$ cat config.mk
export PLATFORM = sky130hd
export DESIGN_NAME = afe_control_register_bank
export DESIGN_NICKNAME = d
export VERILOG_FILES = /design/src/rtl/afe_control_register_bank.v
export VERILOG_INCLUDE_DIRS = /design/src /design/src/common
export SDC_FILE = /design/constraint.sdc
export NUM_CORES = 1
export LEC_CHECK = 0
export ABC_AREA = 1
export BUFFER_PORTS_ARGS = -buffer_cell sky130_fd_sc_hd__buf_2
export CAP_MARGIN = 10
export CORE_MARGIN = 2
export CORE_UTILIZATION = 35
export DETAILED_ROUTE_END_ITERATION = 8
export MAX_ROUTING_LAYER = met4
export PLACE_DENSITY = 0.54
export SLEW_MARGIN = 10
export SYNTH_ARGS = -nofsm -noshare
export SYNTH_HDL_FRONTEND = slang
export SYNTH_SLANG_ARGS = --single-unit
$ cat constraint.sdc
create_clock -name mclk -period 5.28 [get_ports mclk]
set_input_delay 0.264 -clock mclk [delete_from_list [all_inputs] [get_ports mclk]]
set_output_delay 0.264 -clock mclk [all_outputs]
set_load 0.005 [all_outputs]
$ cat src/common/afe_control_defs.vh
// Register offsets, field positions, reset values and timing counts of the control register bank
`ifndef AFE_CONTROL_DEFS_VH
`define AFE_CONTROL_DEFS_VH

// ==========================================
// Register indices (byte address = 4 * index)
`define IDX_MODE_CASCADE_CONTROL 3'h0
`define IDX_CLOCK_RATE_CONTROL 3'h1
`define IDX_POWER_REFERENCE_CONTROL 3'h2
`define IDX_CHANNEL12_GAIN_POWER 3'h3
`define IDX_CHANNEL34_GAIN_POWER 3'h4
`define IDX_CHANNEL56_GAIN_POWER 3'h5
`define IDX_MODULATOR_INPUT_CONFIG 3'h6
`define IDX_CHANNEL_POLARITY_TEST 3'h7
`define IDX_STATUS 4'h8

// ==========================================
// Reset value of every control register
`define CTRL_RESET_VALUE 8'h00

// ==========================================
// Mode register fields
`define OPERATING_MODE_BIT 0
`define MIXED_MODE_BIT 1
`define MODE_RESERVED_BIT 2
`define LOOPBACK_BIT 3
`define CASCADE_LSB 4
`define CASCADE_MSB 6
`define SOFT_RESET_BIT 7

// Clock register fields
`define DECIMATION_LSB 0
`define DECIMATION_MSB 1
`define SERIAL_DIV_LSB 2
`define SERIAL_DIV_MSB 3
`define MASTER_DIV_LSB 4
`define MASTER_DIV_MSB 6
`define ECHO_BIT 7

// Power register fields
`define GLOBAL_POWER_BIT 0
`define REF_POWER_BIT 5
`define REF_PIN_BIT 6
`define HIGH_SUPPLY_BIT 7

// Channel register nibble layout
`define GAIN_LSB 0
`define GAIN_MSB 2
`define CHANNEL_POWER_BIT 3

// Config and polarity register fields
`define SELECT_LSB 0
`define SELECT_MSB 5
`define MOD_RESET_BIT 6
`define SINGLE_ENDED_BIT 7
`define TEST_MODE_BIT 6
`define INVERT_BIT 7

// ==========================================
// Timing counts
`define SOFT_RESET_DIV_CYCLES 3'h4
`define SAMPLE_DIV_MAX 11'h7ff

`endif

$ cat src/rtl/afe_control_register_bank.v
// Control register bank with master clock divider and AHB-Lite slave
`timescale 1ns/1ns
`default_nettype none
`include "afe_control_defs.vh"

module afe_control_register_bank #(
  parameter CHANNELS = 6
) (
  input wire mclk,
  input wire reset_n,
  input wire clockEnable,
  input wire hsel,
  input wire [31:0] haddr,
  input wire [1:0] htrans,
  input wire hwrite,
  input wire [2:0] hsize,
  input wire [31:0] hwdata,
  input wire hready,
  output reg [31:0] hrdata,
  output wire hreadyout,
  output wire hresp,
  output wire programMode,
  output wire dataMode,
  output wire mixedMode,
  output wire serialLoopbackEnable,
  output wire [2:0] cascadeCount,
  output wire controlEchoEnable,
  output wire dividedMasterClock,
  output wire serialClockTick,
  output wire sampleTick,
  output wire softResetActive,
  output wire [CHANNELS-1:0] channelPowerOn,
  output wire [3*CHANNELS-1:0] channelGainCode,
  output wire referencePowerOn,
  output wire referencePinOutputEnable,
  output wire highSupplyModeEnable,
  output wire [CHANNELS-1:0] modulatorReset,
  output wire [CHANNELS-1:0] singleEndedInput,
  output wire [CHANNELS-1:0] polarityFlip,
  output wire testModeBit
);

  // ==========================================
  // Register storage
  reg [7:0] ctrl [0:7];
  reg [7:0] next_ctrl0;
  reg softReset;
  reg [2:0] softResetCount;
  reg addrPhase;
  reg addrWrite;
  reg [3:0] addrIndex;
  reg [2:0] masterCount;
  reg [2:0] serialCount;
  reg [10:0] sampleCount;
  reg [2:0] masterRatio;
  reg [2:0] serialMask;
  reg [10:0] sampleMask;
  wire busWrite;
  wire [2:0] writeIndex;
  wire anyChannel;
  wire [7:0] storeData;
  wire forwardHit;
  wire [7:0] statusByte;
  integer i;

  // ==========================================
  // AHB-Lite slave, zero wait states, always OKAY
  assign hreadyout = 1'b1;
  assign hresp = 1'b0;
  assign busWrite = addrPhase && addrWrite && (addrIndex[3] == 1'b0);
  assign writeIndex = addrIndex[2:0];

  // Address phase capture
  always @(posedge mclk or negedge reset_n) begin
    if (!reset_n) begin
      addrPhase <= 1'b0;
      addrWrite <= 1'b0;
      addrIndex <= 4'h0;
    end else if (clockEnable && hready) begin
      addrPhase <= hsel && htrans[1];
      addrWrite <= hwrite;
      addrIndex <= haddr[5:2];
    end
  end

  // Mode register next value: the reset bit clears itself
  always @* begin
    next_ctrl0 = hwdata[7:0];
    next_ctrl0[`SOFT_RESET_BIT] = 1'b0;
  end

  // Register writes, hardware and software reset
  always @(posedge mclk or negedge reset_n) begin
    if (!reset_n) begin
      for (i = 0; i < 8; i = i + 1) begin
        ctrl[i] <= `CTRL_RESET_VALUE;
      end
    end else if (clockEnable) begin
      if (softReset) begin
        for (i = 0; i < 8; i = i + 1) begin
          ctrl[i] <= `CTRL_RESET_VALUE;
        end
      end else if (busWrite) begin
        if (writeIndex == `IDX_MODE_CASCADE_CONTROL) begin
          ctrl[0] <= next_ctrl0;
        end else begin
          ctrl[writeIndex] <= hwdata[7:0];
        end
      end
    end
  end

  // Software reset lasts four divided clock cycles
  always @(posedge mclk or negedge reset_n) begin
    if (!reset_n) begin
      softReset <= 1'b0;
      softResetCount <= 3'h0;
    end else if (clockEnable) begin
      if (!softReset && busWrite && writeIndex == `IDX_MODE_CASCADE_CONTROL &&
          hwdata[`SOFT_RESET_BIT]) begin
        softReset <= 1'b1;
        softResetCount <= 3'h0;
      end else if (softReset && dividedMasterClock) begin
        if (softResetCount == `SOFT_RESET_DIV_CYCLES - 3'h1) begin
          softReset <= 1'b0;
        end
        softResetCount <= softResetCount + 3'h1;
      end
    end
  end
  assign softResetActive = softReset;

  // Byte a completing write stores; a read of the same register sees it at once
  assign storeData = (writeIndex == `IDX_MODE_CASCADE_CONTROL) ? next_ctrl0 : hwdata[7:0];
  assign forwardHit = busWrite && !softReset && (writeIndex == haddr[4:2]);
  // Status byte: soft reset, reference, three modes, master ratio
  assign statusByte = {softReset, referencePowerOn, mixedMode, dataMode, programMode, masterRatio};

  // Read data, low byte only; status word at index 8
  always @(posedge mclk or negedge reset_n) begin
    if (!reset_n) begin
      hrdata <= 32'h00000000;
    end else if (clockEnable && hready) begin
      if (hsel && htrans[1] && !hwrite) begin
        if (haddr[5] == 1'b0) begin
          hrdata <= {24'h000000, forwardHit ? storeData : ctrl[haddr[4:2]]};
        end else if (haddr[5:2] == `IDX_STATUS) begin
          hrdata <= {24'h000000, statusByte};
        end else begin
          hrdata <= 32'h00000000;
        end
      end
    end
  end

  // ==========================================
  // Operating mode decode
  assign mixedMode = ctrl[0][`MIXED_MODE_BIT];
  assign programMode = !ctrl[0][`MIXED_MODE_BIT] && !ctrl[0][`OPERATING_MODE_BIT];
  assign dataMode = !ctrl[0][`MIXED_MODE_BIT] && ctrl[0][`OPERATING_MODE_BIT];
  assign serialLoopbackEnable = ctrl[0][`LOOPBACK_BIT];
  assign cascadeCount = ctrl[0][`CASCADE_MSB:`CASCADE_LSB];
  assign controlEchoEnable = ctrl[1][`ECHO_BIT];

  // ==========================================
  // Divider code decode
  always @* begin
    case (ctrl[1][`MASTER_DIV_MSB:`MASTER_DIV_LSB])
      3'h1: masterRatio = 3'h1;
      3'h2: masterRatio = 3'h2;
      3'h3: masterRatio = 3'h3;
      3'h4: masterRatio = 3'h4;
      default: masterRatio = 3'h0;
    endcase
    case (ctrl[1][`SERIAL_DIV_MSB:`SERIAL_DIV_LSB])
      2'h0: serialMask = 3'h7;
      2'h1: serialMask = 3'h3;
      2'h2: serialMask = 3'h1;
      default: serialMask = 3'h0;
    endcase
    case (ctrl[1][`DECIMATION_MSB:`DECIMATION_LSB])
      2'h0: sampleMask = `SAMPLE_DIV_MAX;
      2'h1: sampleMask = 11'h3ff;
      2'h2: sampleMask = 11'h1ff;
      default: sampleMask = 11'h0ff;
    endcase
  end

  // Master divider counter produces the divided clock pulse
  always @(posedge mclk or negedge reset_n) begin
    if (!reset_n) begin
      masterCount <= 3'h0;
    end else if (clockEnable) begin
      if (masterCount >= masterRatio) begin
        masterCount <= 3'h0;
      end else begin
        masterCount <= masterCount + 3'h1;
      end
    end
  end
  assign dividedMasterClock = clockEnable && (masterCount >= masterRatio);

  // Serial and sample counters advance on divided clock only
  always @(posedge mclk or negedge reset_n) begin
    if (!reset_n) begin
      serialCount <= 3'h0;
      sampleCount <= 11'h000;
    end else if (dividedMasterClock) begin
      serialCount <= (serialCount >= serialMask) ? 3'h0 : serialCount + 3'h1;
      sampleCount <= (sampleCount >= sampleMask) ? 11'h000 : sampleCount + 11'h001;
    end
  end
  assign serialClockTick = dividedMasterClock && (serialCount >= serialMask);
  assign sampleTick = dividedMasterClock && (sampleCount >= sampleMask);

  // ==========================================
  // Per-channel power, gain, modulator, input and polarity
  genvar ch;
  generate
    for (ch = 0; ch < CHANNELS; ch = ch + 1) begin : channelMap
      wire [3:0] nibble = (ch % 2 == 1) ? ctrl[3 + ch / 2][7:4] : ctrl[3 + ch / 2][3:0];
      assign channelGainCode[3*ch+2:3*ch] = nibble[`GAIN_MSB:`GAIN_LSB];
      assign channelPowerOn[ch] = nibble[`CHANNEL_POWER_BIT] || ctrl[2][`GLOBAL_POWER_BIT];
      assign modulatorReset[ch] = ctrl[6][`MOD_RESET_BIT] && ctrl[6][`SELECT_LSB + ch];
      assign singleEndedInput[ch] = ctrl[6][`SINGLE_ENDED_BIT] && ctrl[6][`SELECT_LSB + ch];
      assign polarityFlip[ch] = ctrl[7][`INVERT_BIT] && ctrl[7][`SELECT_LSB + ch];
    end
  endgenerate

  // Reference and supply controls
  assign anyChannel = |channelPowerOn;
  assign referencePowerOn = ctrl[2][`REF_POWER_BIT] || anyChannel;
  assign referencePinOutputEnable = ctrl[2][`REF_PIN_BIT];
  assign highSupplyModeEnable = ctrl[2][`HIGH_SUPPLY_BIT];
  assign testModeBit = ctrl[7][`TEST_MODE_BIT];

endmodule // afe_control_register_bank
`default_nettype wire

==> tab_implementation.tex, run 1 <==
\begin{tabular}{lr}
\hline
Metric & Value \\
\hline
\multicolumn{2}{l}{\textbf{Pwr}} \\
Maximum VDD drop & approximately 0.00023 V \\
PnR Total Power & around 3400 uW \\
Cell area power density & $\sim$510 nW/um2 \\
Static power due to leakage & around 0.0035 uW \\
\multicolumn{2}{l}{\textbf{STA}} \\
Worst slew margin relative to its limit & between 30 and 40\% \\
Setup TNS Final & 0 ps \\
Slew Limit Fails & 0 \\
Final critical-path share of the clock period & roughly three fifths \\
Pin slew with the least headroom to its limit & $\sim$950 ps \\
Setup repair after global routing missed its margin & false \\
Final period demand of the worst path & $\sim$3200 ps \\
Worst-case clock skew & between 7 and 8 ps \\
Setup slack after layout & roughly 2100 ps \\
Highest achievable clock rate & around 320 MHz \\
Final setup fails & 0 \\
Final-report hold violation count & 0 \\
\multicolumn{2}{l}{\textbf{Yosys}} \\
Post-synth EDFFs & 0 \\
Share of flip-flops with an asynchronous set or reset & between 90\% and 100\% \\
Library cell with the largest summed area after synthesis & sky130\_fd\_sc\_hd\_\_dfrtp\_1 \\
Post-synthesis sequential area ratio & around two fifths \\
Cell area after technology mapping & slightly above 6000 um2 \\
Number of library cell types mapped by synthesis & approximately 40 \\
Dominant cells by area after synthesis & sky130\_fd\_sc\_hd\_\_dfrtp\_1 (41\%), sky130\_fd\_sc\_hd\_\_nand2\_1 (10\%), sky130\_fd\_sc\_hd\_\_inv\_1 (7.5\%) \\
Total number of yosys warnings & 0 \\
Area share of the leading cell type in the synthesized netlist & approximately two fifths \\
Top\_reg\_cell synth & sky130\_fd\_sc\_hd\_\_dfrtp\_1 \\
Number of flip-flops and latches in the synthesized netlist & between 90 and 100 \\
Cell count after synthesis & around 760 \\
Mean cell area of the mapped netlist & 7.96 um2 \\
\multicolumn{2}{l}{\textbf{Worst setup path}} \\
Crit-path max cell delay & between 400 and 500 ps \\
Worst Setup Path Type & flop to primary output \\
Data required, critical path & $\sim$5000 ps \\
CP startpoint kind & flop \\
Element type at the critical path end & primary output \\
Max FO, Critical Path & 17 \\
Delay-heaviest family, CP & buffers and inverters \\
CP arrival & 2910 ps \\
Cell type of the slowest stage on the worst timing path & sky130\_fd\_sc\_hd\_\_clkinv\_1 \\
Ordered cell list for the critical path & inv\_1 > nand3\_1 > ha\_1 > a21oi\_1 > nand3\_1 > nand2\_2 > clkinv\_1 > nand2\_1 > inv\_1 > buf\_2 \\
Total buffers and inverters traversed by the critical path & 4 \\
\multicolumn{2}{l}{\textbf{Floorplanning}} \\
Total die area & between 15000 and 20000 um2 \\
Die span in x & around 140 um \\
Die Ht & 135 um \\
Initial Utilization & a little over a third \\
Placeable core region & 17100 um2 \\
Ports & between 150 and 200 \\
Number of standard-cell rows in the floorplan & 48 \\
\multicolumn{2}{l}{\textbf{Drt}} \\
Count of TritonRoute iterations in the first routing pass & 5 \\
Average wire per standard cell & about 16 um \\
Total via count after detailed routing & $\sim$5000 \\
Mean number of vias per cell & approximately 4.8 \\
Detailed router's first-iteration violation count & 333 \\
DRC violations left & 0 \\
Post-DRT Antenna Nets & 0 \\
Final wirelength & between 15 and 20 mm \\
\multicolumn{2}{l}{\textbf{Clock tree}} \\
Clock transition at the registers of the reported paths & $\sim$70 ps \\
TritonCTS Sinks & a little under 100 \\
Root buffer cell & sky130\_fd\_sc\_hd\_\_clkbuf\_16 \\
Number of H-tree levels & 3 \\
Number of buffers added for setup after CTS & 0 \\
Clock latency at the later pin of the worst-skew pair & between 300 and 400 ps \\
Number of buffers created by CTS & 9 \\
CTS tree & yes \\
Maximum buffer depth of the clock tree & 2 \\
\multicolumn{2}{l}{\textbf{Place}} \\
Gp weighted congestion & approximately 0.81 \\
Worst-case setup slack after placement & between 2000 and 2500 ps \\
Number of I/O port buffers & 84 \\
Detail Placement HPWL & around 12 mm \\
\multicolumn{2}{l}{\textbf{Outcome}} \\
Status & completed \\
\multicolumn{2}{l}{\textbf{Flow run}} \\
Max capacitance violation total & 0 \\
\multicolumn{2}{l}{\textbf{GRT}} \\
Via count of the first global-routing pass & roughly 4600 \\
Total grt overflow & 0 \\
Tot GR Track Use & 19.3\% \\
Maximum number of pins on one net before global-route repair & 68 \\
Wire length of the first global-routing pass & 26.2 mm \\
Antenna violations before repair & 0 \\
\multicolumn{2}{l}{\textbf{Final layout}} \\
Proportion of layout cells with a drive suffix above 1 & 17.3\% \\
Final Net Count & 898 \\
Antenna diodes & 0 \\
Area delta synth->final & 10.4\% \\
\multicolumn{2}{l}{\textbf{Hold path}} \\
Worst min path class & primary input to flop \\
\hline
\end{tabular}
-- report_power, final --
group          internal (uW)  switching [uW]
Combinational            537             824
Sequential              1070             297
Clock                    381             307
Total                   1990            1430
-- metrics by stage --
stage                     hold slack, ps  instances  util (%)  instance area [um2]
after floorplan                    -31.6        783         -                 6130
after global placement               232       1022      37.3                 6360
after detailed placement             237       1022      37.3                 6360
after CTS                            121       1038      39.1                 6670
after global routing                 127       1038      39.1                 6670
final                                124       1038      39.1                 6670
-- path summary, 6_finish.rpt --
kind	startpoint	to	slack, ps	cells after the start
setup / recovery	ctrl[52]	sampleTick	2110	10
min in group asynchronous	reset_n	ctrl[9]	410	2
hold / removal	hwrite	addrWrite	120	3
hold reg to reg	ctrl[63]	ctrl[63]	480	2
setup reg to reg	softResetActive	channelGainCode[16]	2600	7
max in group asynchronous	reset_n	controlEchoEnable	3630	3
-- routing by layer --
| metal | vias up | wire length, um | global-route usage, % |
|---|---|---|---|
| met1 | 2389 | 7980 | 26.9 |
| met3 | 23 | 735 | 3.33 |
| met5 | - | 0 | - |
| met2 | 126 | 7710 | 28.7 |
| met4 | 0 | 341 | 6.19 |
| li1 | 2491 | - | - |
-- area by class of cell --
cell class / count / area, um2
fillers: 1801 / 10400
multi-input cells: 482 / 2670
flip-flops and latches: 99 / 2480
inverters: 130 / 492
repair buffers: 87 / 448
well taps: 225 / 282
clock buffers: 10 / 239
clock inverters: 5 / 62.6
-- layout by cell type (no fill, tap or decap), drive strengths merged --
cell type	n
nand2	171
a21oi	23
dfrtp	99
ha	14
nand3	81
bufinv	1
o32ai	7
or2	1
dlygate4sd3	1
buf	86
nand4	18
inv	125
clkinv	7
o22ai	51
a31oi	1
xnor2	2
nand3b	1
clkbuf	10
nor2	46
o21ai	27
conb	26
xor2	4
clkinvlp	2
a21o	1
nor3	8
-- Yosys cell counts (2+ instances only) --
cell type and number:
sky130_fd_sc_hd__nor2_1 43, sky130_fd_sc_hd__dfrtp_1 99, sky130_fd_sc_hd__a21oi_1 16, sky130_fd_sc_hd__o21ai_0 25, sky130_fd_sc_hd__inv_2 3, sky130_fd_sc_hd__nand3_1 80
sky130_fd_sc_hd__o22ai_1 51, sky130_fd_sc_hd__clkinv_1 5, sky130_fd_sc_hd__nand4_4 8, sky130_fd_sc_hd__buf_4 49, sky130_fd_sc_hd__conb_1 2, sky130_fd_sc_hd__o32ai_2 7
sky130_fd_sc_hd__nand2_1 166, sky130_fd_sc_hd__a21oi_4 6, sky130_fd_sc_hd__inv_1 120, sky130_fd_sc_hd__nand4_1 10, sky130_fd_sc_hd__xor2_1 4, sky130_fd_sc_hd__clkbuf_1 9
sky130_fd_sc_hd__nor2_4 2, sky130_fd_sc_hd__nand2_4 2, sky130_fd_sc_hd__buf_2 11, sky130_fd_sc_hd__ha_1 14, sky130_fd_sc_hd__nor3_1 7, sky130_fd_sc_hd__nand2_2 3
-- repair_timing --
action / in CTS / in global routing
hold endpoints to repair: 32 / 0
resized for setup: 0 / 0
hold buffers: 1 / 0
-- state kept, by name, indices dropped and copies added (netlist names), 3 cells and up --
register           flops
cascadeCount           3
channelGainCode       18
channelMap.nibble      6
sampleCount           11
hrdata                 8
serialCount            3
masterCount            3
ctrl                  31
addrIndex              4
softResetCount         3
-- cell families after synthesis --
logic type	synth area share [%]
other	0.124
xor gates and xnor gates	0.994
AOI/OAI and AO/OA	12.9
and+or+nand+nor	25.8
adders and majority gates	2.90
buffers and inverters	16.3
DFF	41.0
-- worst reg2reg max path: cells and delay by family (launching register included) --
| kind | cells | cell delay [ps] |
|---|---|---|
| compound gates | 3 | 700 |
| buf+inv | 2 | 680 |
| flops | 1 | 890 |
| simple gates | 2 | 280 |
(Power assumes the default switching activity.)
==> run 2: changes to the inputs <==
- PLACE_DENSITY: 0.54 -> 0.56
- clock period: 5.28 -> 2.7 ns (I/O delays scaled with it)
==> run 2 against run 1 <==
Compared with the run above:
- the flow now finishes with violations (hold timing)
- final area rose by 0.86%
- clock skew shrank 1.5 ps
- utilization is 0.34 points higher
- global-route usage decreased by 0.64 points
- critical endpoint unchanged
- largest power group is now combinational cells
- highest routed layer unchanged
==> tab_implementation.tex, run 2 (synthesis results as in run 1) <==
\begin{tabular}{lr}
\hline
Metric & Value \\
\hline
\multicolumn{2}{l}{\textbf{Drt}} \\
Total via count after detailed routing & 5084 (+1.1\%) \\
Uppermost metal layer occupied by signal nets & met4 \\
Detailed router's first-iteration violation count & 357 (+7.2\%) \\
Met1 wire length & 7.73 mm (-3.2\%) \\
Detailed route wirelength on metal2 & 7.34 mm (-4.8\%) \\
Mean number of vias per cell & 4.86 (+0.22\%) \\
Final wirelength & 16.2 mm (-3.2\%) \\
Detailed-routed wire length on met3 & 824 um (+12\%) \\
Average wire per standard cell & 15.5 um (-4.1\%) \\
DRC violations left & 0 (unchanged) \\
Post-DRT Antenna Nets & 0 (unchanged) \\
Count of TritonRoute iterations in the first routing pass & 5 (unchanged) \\
\multicolumn{2}{l}{\textbf{Clock tree}} \\
Root buffer cell & sky130\_fd\_sc\_hd\_\_clkbuf\_16 \\
Number of buffers created by CTS & 9 (unchanged) \\
TritonCTS Sinks & 99 (unchanged) \\
Clock latency at the later pin of the worst-skew pair & 360 ps (about the same) \\
CTS tree & yes \\
Clock transition at the registers of the reported paths & 70 ps (about the same) \\
Maximum buffer depth of the clock tree & 2 (unchanged) \\
Number of H-tree levels & 3 (unchanged) \\
\multicolumn{2}{l}{\textbf{STA}} \\
Final setup fails & 0 (unchanged) \\
Setup TNS Final & 0 ps (unchanged) \\
Highest achievable clock rate & 413 MHz \\
Final-report hold violation count & 1 (+1) \\
Slew Limit Fails & 0 (unchanged) \\
Worst-case clock skew & 6.30 ps (-1.45 ps) \\
Setup slack after layout & 280 ps (-1830 ps) \\
Final period demand of the worst path & between 2000 and 2500 ps \\
Setup repair after global routing missed its margin & false \\
Worst hold slack & -3.30 ps (-127 ps) \\
Final critical-path share of the clock period & 89.6\% \\
Pin slew with the least headroom to its limit & 539 ps (-411 ps) \\
Worst slew margin relative to its limit & 64.0\% (+28 points) \\
\multicolumn{2}{l}{\textbf{Hold path}} \\
Cells on Worst Hold Path & 3 (unchanged) \\
Worst min path class & primary input to flop \\
Hold wc startpoint & hwrite \\
Endpoint of the worst hold path & addrWrite \\
\multicolumn{2}{l}{\textbf{Final layout}} \\
Commonest non-fill, non-tap cell in the layout & sky130\_fd\_sc\_hd\_\_nand2\_1 \\
Antenna diodes & 0 (unchanged) \\
Leading cell types in the layout, fill and taps excluded & sky130\_fd\_sc\_hd\_\_nand2\_1 (165), sky130\_fd\_sc\_hd\_\_inv\_1 (120), sky130\_fd\_sc\_hd\_\_dfrtp\_1 (99) \\
Final core utilization & 39.4\% (+0.34 points) \\
Register with the highest flop count & ctrl \\
Number of non-filler instances in the completed layout & 1047 (+0.87\%) \\
Area delta synth->final & 11.4\% \\
Max FFs per register & 31 (unchanged) \\
Fill cell instance count of the final layout & 1829 (+1.6\%) \\
Final Net Count & 906 (+0.89\%) \\
Proportion of layout cells with a drive suffix above 1 & 18.1\% (+0.78 points) \\
\multicolumn{2}{l}{\textbf{Floorplanning}} \\
Placeable core region & 17100 um2 (unchanged) \\
Ports & 167 (unchanged) \\
Total die area & 18300 um2 (unchanged) \\
Number of standard-cell rows in the floorplan & 48 (unchanged) \\
Die Ht & 135 um (unchanged) \\
Initial Utilization & 35.4\% (unchanged) \\
Die span in x & 135 um (unchanged) \\
\multicolumn{2}{l}{\textbf{Worst setup path}} \\
Ordered cell list for the critical path & inv\_1 > nand3\_1 > ha\_1 > a21oi\_1 > nand3\_2 > nand2\_4 > clkinv\_1 > nand2\_2 > inv\_1 > buf\_2 \\
CP startpoint kind & flop \\
Critical path's most frequent cell & sky130\_fd\_sc\_hd\_\_inv\_1 \\
Start point of the critical path & ctrl[53] \\
Cell type of the slowest stage on the worst timing path & sky130\_fd\_sc\_hd\_\_dfrtp\_1 \\
Data required, critical path & 2570 ps (-2450 ps) \\
Element type at the critical path end & primary output \\
CP arrival & 2280 ps (-630 ps) \\
Register-to-register path setup slack & 530 ps (-2070 ps) \\
R2r endpoint & softResetCount[0] \\
Worst Setup Path Type & flop to primary output \\
Max FO, Critical Path & 10 (-7) \\
Source of the worst register-to-register timing path & ctrl[53] \\
Reg2reg path depth & 13 (+6) \\
Crit-path max cell delay & 410 ps (-30 ps) \\
\multicolumn{2}{l}{\textbf{GRT}} \\
Maximum number of pins on one net before global-route repair & 64 (-5.9\%) \\
Antenna violations before repair & 0 (unchanged) \\
Via count of the first global-routing pass & 4669 (+2.1\%) \\
Tot GR Track Use & 18.7\% (-0.64 points) \\
Total grt overflow & 0 (unchanged) \\
Wire length of the first global-routing pass & 25.4 mm (-3.1\%) \\
\multicolumn{2}{l}{\textbf{Pwr}} \\
Maximum VDD drop & 0.000357 V (+56\%) \\
Static power due to leakage & 0.00351 uW (+1.3\%) \\
Cell area power density & 989 nW/um2 (+93\%) \\
PnR Total Power & 6650 uW (+95\%) \\
\multicolumn{2}{l}{\textbf{Flow run}} \\
Max capacitance violation total & 0 (unchanged) \\
\multicolumn{2}{l}{\textbf{Place}} \\
Number of I/O port buffers & 84 (unchanged) \\
Number of placed instances with taps included & 1030 (+0.78\%) \\
Gp weighted congestion & 0.870 (+7.7\%) \\
Worst-case setup slack after placement & 494 ps (-1960 ps) \\
Detail Placement HPWL & 12.1 mm (-0.88\%) \\
\multicolumn{2}{l}{\textbf{Outcome}} \\
Violations in the final reports & hold timing \\
Status & complete, but fails checks \\
\hline
\end{tabular}
-- run 2: changes by cell type in the layout (fill, tap and decap cells not counted), sizes merged --
| cell | previous run | this run |
|---|---|---|
| buf | 86 | 94 |
| inv | 125 | 124 |
| bufinv | 1 | 0 |
| clkinv | 7 | 8 |
| clkbuf | 10 | 14 |
| clkinvlp | 2 | 0 |
-- run 2: layer usage --
layer  up-vias  track usage, %
met2       138            27.3
li1       2510               -
met3        23            3.07
met1      2413            26.3
met5         -               -
met4         0            6.54
-- run 2: worst max-delay path, delay by kind of cell (launching register included) --
family | cells | cell delay [ps]
compound gates | 1 | 190
buf+inv | 4 | 480
simple gates | 4 | 510
fa+ha+maj | 1 | 320
flops | 1 | 410
-- run 2: power by group --
part           total, uW  switching [uW]  internal, uW
Combinational       2780            1670          1110
Sequential          2640             546          2100
Clock               1230             560           674
-- run 2: area by class of cell --
| cell class | count | area, um2 | area share, % |
|---|---|---|---|
| multi-input combinational | 482 | 2680 | 39.9 |
| sequential | 99 | 2480 | 36.8 |
| timing repair buffer | 95 | 520 | 7.74 |
| inverter | 130 | 492 | 7.31 |
| tap | 225 | 282 | 4.19 |
| clock buffer | 14 | 264 | 3.92 |
| clock inverter | 2 | 10.0 | 0.149 |
-- run 2: what timing repair did --
action | 4_1_cts | 5_1_grt
hold buffers | 1 | 0
resized for setup | 0 | 3
setup endpoints to repair | 0 | 1
endpoints found under the hold margin | 36 | 0
setup buffers | 0 | 0
-- run 2: how the worst max path moves through the flow --
stage                        end  slack (ps)
2_1_floorplan     serialCount[0]         810
3_3_place_gp   softResetCount[0]         510
3_5_place_dp   softResetCount[1]         490
4_1_cts               sampleTick         140
5_1_grt               sampleTick          60
6_report              sampleTick         280
-- run 2: stage by stage --
stage,hold slack [ps],area (um2)
2_1_floorplan,-161,6130
3_3_place_gp,136,6430
3_5_place_dp,139,6430
4_1_cts,1.12,6710
5_1_grt,11.5,6730
6_report,-3.30,6730
==> run 3: changes to the inputs <==
- CELL_PAD_IN_SITES_DETAIL_PLACEMENT: not set -> 1
- CELL_PAD_IN_SITES_GLOBAL_PLACEMENT: not set -> 2
- CORE_ASPECT_RATIO: not set -> 1.2
- CORE_UTILIZATION: 35 -> 27
- GPL_ROUTABILITY_DRIVEN: not set -> 0
- PLACE_DENSITY: 0.56 -> 0.74
==> run 3 against run 2 <==
Compared with the run above:
- the flow now finishes without violations
- critical path depth stayed put
- non-clock buffer count rose by 3
- die area increased by 29%
- flip-flop and latch count unchanged
- clock power up 8%
- via count fell by 0.47%
- clock skew about the same
- combinational power is 3% higher
- worst hold slack improved by 46 ps
- routed wire length increased by 17%
==> tab_implementation.tex, run 3 (synthesis results as in run 1) <==
\begin{tabular}{lr}
\hline
Metric & Value \\
\hline
\multicolumn{2}{l}{\textbf{STA}} \\
Final critical-path share of the clock period & 89.3\% (-0.28 points) \\
Highest achievable clock rate & 415 MHz (+0.31\%) \\
Setup TNS Final & 0 ps (unchanged) \\
Final setup fails & 0 (unchanged) \\
Final period demand of the worst path & 2410 ps (-7.45 ps) \\
Slew Limit Fails & 0 (unchanged) \\
Setup repair after global routing missed its margin & false \\
Setup slack after layout & 288 ps (+7.45 ps) \\
Final-report hold violation count & 0 (-1) \\
Worst-case clock skew & 6.44 ps (+0.148 ps) \\
Worst slew margin relative to its limit & 56.9\% (-7.0 points) \\
Pin slew with the least headroom to its limit & 646 ps (+107 ps) \\
\multicolumn{2}{l}{\textbf{Place}} \\
Detail Placement HPWL & 14.4 mm (+19\%) \\
Number of I/O port buffers & 84 (unchanged) \\
Worst-case setup slack after placement & 514 ps (+19.2 ps) \\
\multicolumn{2}{l}{\textbf{Pwr}} \\
Static power due to leakage & 0.00352 uW (+0.29\%) \\
Relative contribution of the clock network to total power & 19.5\% (+1.0 points) \\
Cell-internal power & 3930 uW (+1.2\%) \\
Sequential power share & 38.7\% (-1.0 points) \\
Reported net switching power & 2890 uW (+4.4\%) \\
Maximum VDD drop & 0.000361 V (+0.96\%) \\
Share of power burned in combinational logic & 41.8\% (about the same) \\
Cell area power density & 1000 nW/um2 (+1.2\%) \\
Sw frac & 42.4\% (+0.75 points) \\
\multicolumn{2}{l}{\textbf{Worst setup path}} \\
Ordered cell list for the critical path & inv\_1 > nand3\_1 > ha\_1 > a21oi\_1 > nand3\_1 > nand2\_2 > clkinv\_1 > nand2\_2 > inv\_1 > buf\_2 \\
Crit-path max cell delay & 390 ps (-20 ps) \\
Start point of the critical path & ctrl[52] \\
Delay-heaviest family, CP & simple AND/OR/NAND/NOR gates \\
CP arrival & 2280 ps (about the same) \\
Worst Setup Path Type & flop to primary output \\
Source of the worst register-to-register timing path & ctrl[52] \\
CP startpoint kind & flop \\
Total buffers and inverters traversed by the critical path & 4 (unchanged) \\
Data required, critical path & 2570 ps (about the same) \\
Cell type of the slowest stage on the worst timing path & sky130\_fd\_sc\_hd\_\_dfrtp\_1 \\
Max FO, Critical Path & 5 (-5) \\
Element type at the critical path end & primary output \\
\multicolumn{2}{l}{\textbf{Final layout}} \\
Leading cell types in the layout, fill and taps excluded & sky130\_fd\_sc\_hd\_\_nand2\_1 (165), sky130\_fd\_sc\_hd\_\_inv\_1 (120), sky130\_fd\_sc\_hd\_\_dfrtp\_1 (99) \\
Antenna diodes & 0 (unchanged) \\
Final Net Count & 909 (+0.33\%) \\
Fill cell instance count of the final layout & 2685 (+47\%) \\
Register with the highest flop count & ctrl \\
Proportion of layout cells with a drive suffix above 1 & 18.2\% (+0.055 points) \\
Final core utilization & 31.2\% (-8.2 points) \\
Area delta synth->final & 12.9\% \\
Max FFs per register & 31 (unchanged) \\
Commonest non-fill, non-tap cell in the layout & sky130\_fd\_sc\_hd\_\_nand2\_1 \\
\multicolumn{2}{l}{\textbf{Drt}} \\
DRC violations left & 0 (unchanged) \\
Count of TritonRoute iterations in the first routing pass & 4 (-1) \\
Final wirelength & 19.0 mm (+17\%) \\
Post-DRT Antenna Nets & 0 (unchanged) \\
Mean number of vias per cell & 4.60 (-5.2\%) \\
Detailed router's first-iteration violation count & 259 (-27\%) \\
Total via count after detailed routing & 5060 (-0.47\%) \\
Average wire per standard cell & 17.3 um (+12\%) \\
\multicolumn{2}{l}{\textbf{GRT}} \\
Via count of the first global-routing pass & 5241 (+12\%) \\
Wire length of the first global-routing pass & 30.2 mm (+19\%) \\
Most Crowded Layer GR & met2 \\
GRT met2 Usage & 29.2\% (+1.9 points) \\
Met1 demand-to-capacity share in global routing & 20.6\% (-5.6 points) \\
Met3 track demand over resource in global routing & 2.39\% (-0.68 points) \\
Total grt overflow & 0 (unchanged) \\
Antenna violations before repair & 0 (unchanged) \\
Tot GR Track Use & 17.1\% (-1.6 points) \\
Maximum number of pins on one net before global-route repair & 55 (-14\%) \\
\multicolumn{2}{l}{\textbf{Flow run}} \\
Max capacitance violation total & 0 (unchanged) \\
\multicolumn{2}{l}{\textbf{Hold path}} \\
Hold wc startpoint & hsel \\
Worst min path class & primary input to flop \\
\multicolumn{2}{l}{\textbf{Clock tree}} \\
TritonCTS Sinks & 99 (unchanged) \\
Clock transition at the registers of the reported paths & 70 ps (about the same) \\
Number of H-tree levels & 3 (unchanged) \\
Clock latency at the later pin of the worst-skew pair & 360 ps (about the same) \\
Number of buffers added for setup after CTS & 0 (unchanged) \\
Number of buffers created by CTS & 9 (unchanged) \\
CTS tree & yes \\
Root buffer cell & sky130\_fd\_sc\_hd\_\_clkbuf\_16 \\
Maximum buffer depth of the clock tree & 2 (unchanged) \\
\multicolumn{2}{l}{\textbf{Floorplanning}} \\
Placeable core region & 21900 um2 (+28\%) \\
Number of standard-cell rows in the floorplan & 59 (+23\%) \\
Initial Utilization & 27.6\% (-7.8 points) \\
Die Ht & 168 um (+24\%) \\
Die span in x & 141 um (+3.8\%) \\
Total die area & 23600 um2 (+29\%) \\
Ports & 167 (unchanged) \\
\multicolumn{2}{l}{\textbf{Outcome}} \\
Status & completed \\
\hline
\end{tabular}
-- run 3: changes by cell type in the layout (fill, tap and decap cells not counted), sizes merged --
cell / before / now
clkbuf: 14 / 12
bufinv: 0 / 1
clkinvlp: 0 / 1
buf: 94 / 96
dlygate4sd3: 1 / 2
-- run 3: worst register-to-register path, cell delays in order, from the launching register on --
cell and delay, ps:
sky130_fd_sc_hd__dfrtp_1 390, sky130_fd_sc_hd__inv_1 150, sky130_fd_sc_hd__nand3_1 150, sky130_fd_sc_hd__ha_1 330
sky130_fd_sc_hd__a21oi_1 150, sky130_fd_sc_hd__nand3_1 150, sky130_fd_sc_hd__nand2_2 110, sky130_fd_sc_hd__clkinv_1 120
sky130_fd_sc_hd__buf_4 200, sky130_fd_sc_hd__nand2_1 80, sky130_fd_sc_hd__nand2_1 100, sky130_fd_sc_hd__inv_1 100
sky130_fd_sc_hd__nand2_1 50, sky130_fd_sc_hd__o21ai_0 70
-- run 3: routing by layer --
metal  part of all wire [%]  wire length [um]
met2                     50              9590
met3                    2.8               542
met4                    2.1               392
met5                      0                 0
met1                     45              8500
-- run 3: final cells by class --
cell class / count / area, um2 / area share [%]
clock inverter: 4 / 51.3 / 0.753
timing repair buffer: 98 / 546 / 8.00
multi-input combinational: 482 / 2670 / 39.2
sequential: 99 / 2480 / 36.3
clock buffer: 12 / 236 / 3.47
inverter: 130 / 492 / 7.21
tap: 274 / 343 / 5.03
-- run 3: path summary, 6_finish.rpt --
kind | to | slack (ps) | cells after the start
min in group asynchronous | channelGainCode[3] | 340 | 2
max in group asynchronous | masterCount[1] | 1620 | 3
hold reg to reg | ctrl[63] | 470 | 2
setup reg to reg | softResetCount[0] | 500 | 13
hold / removal | addrPhase | 40 | 3
setup / recovery | sampleTick | 290 | 10
-- run 3: through the flow --
stage / std cells / cell area (um2) / hold WS (ps) / power, uW
2_1_floorplan: 783 / 6130 / -161 / 4610
6_report: 1099 / 6820 / 43.1 / 6820
3_5_place_dp: 1081 / 6510 / 198 / 5570
4_1_cts: 1099 / 6810 / 40.2 / 6940
3_3_place_gp: 1081 / 6510 / 202 / 5500
5_1_grt: 1099 / 6820 / 57.6 / 7430
-- run 3: timing repair --
item,CTS,global route
gates resized for setup,0,1
hold endpoints to repair,46,0
endpoints found under the setup margin,0,1
hold buffers,2,0
-- run 3: power by group through the flow --
| stage | logic [uW] | registers [uW] | clock network (uW) |
|---|---|---|---|
| 2_1_floorplan | 2130 | 2490 | 0 |
| 3_3_place_gp | 2840 | 2660 | 0 |
| 3_5_place_dp | 2900 | 2670 | 0 |
| 4_1_cts | 2920 | 2650 | 1360 |
| 5_1_grt | 3270 | 2740 | 1420 |
| 6_report | 2850 | 2640 | 1330 |
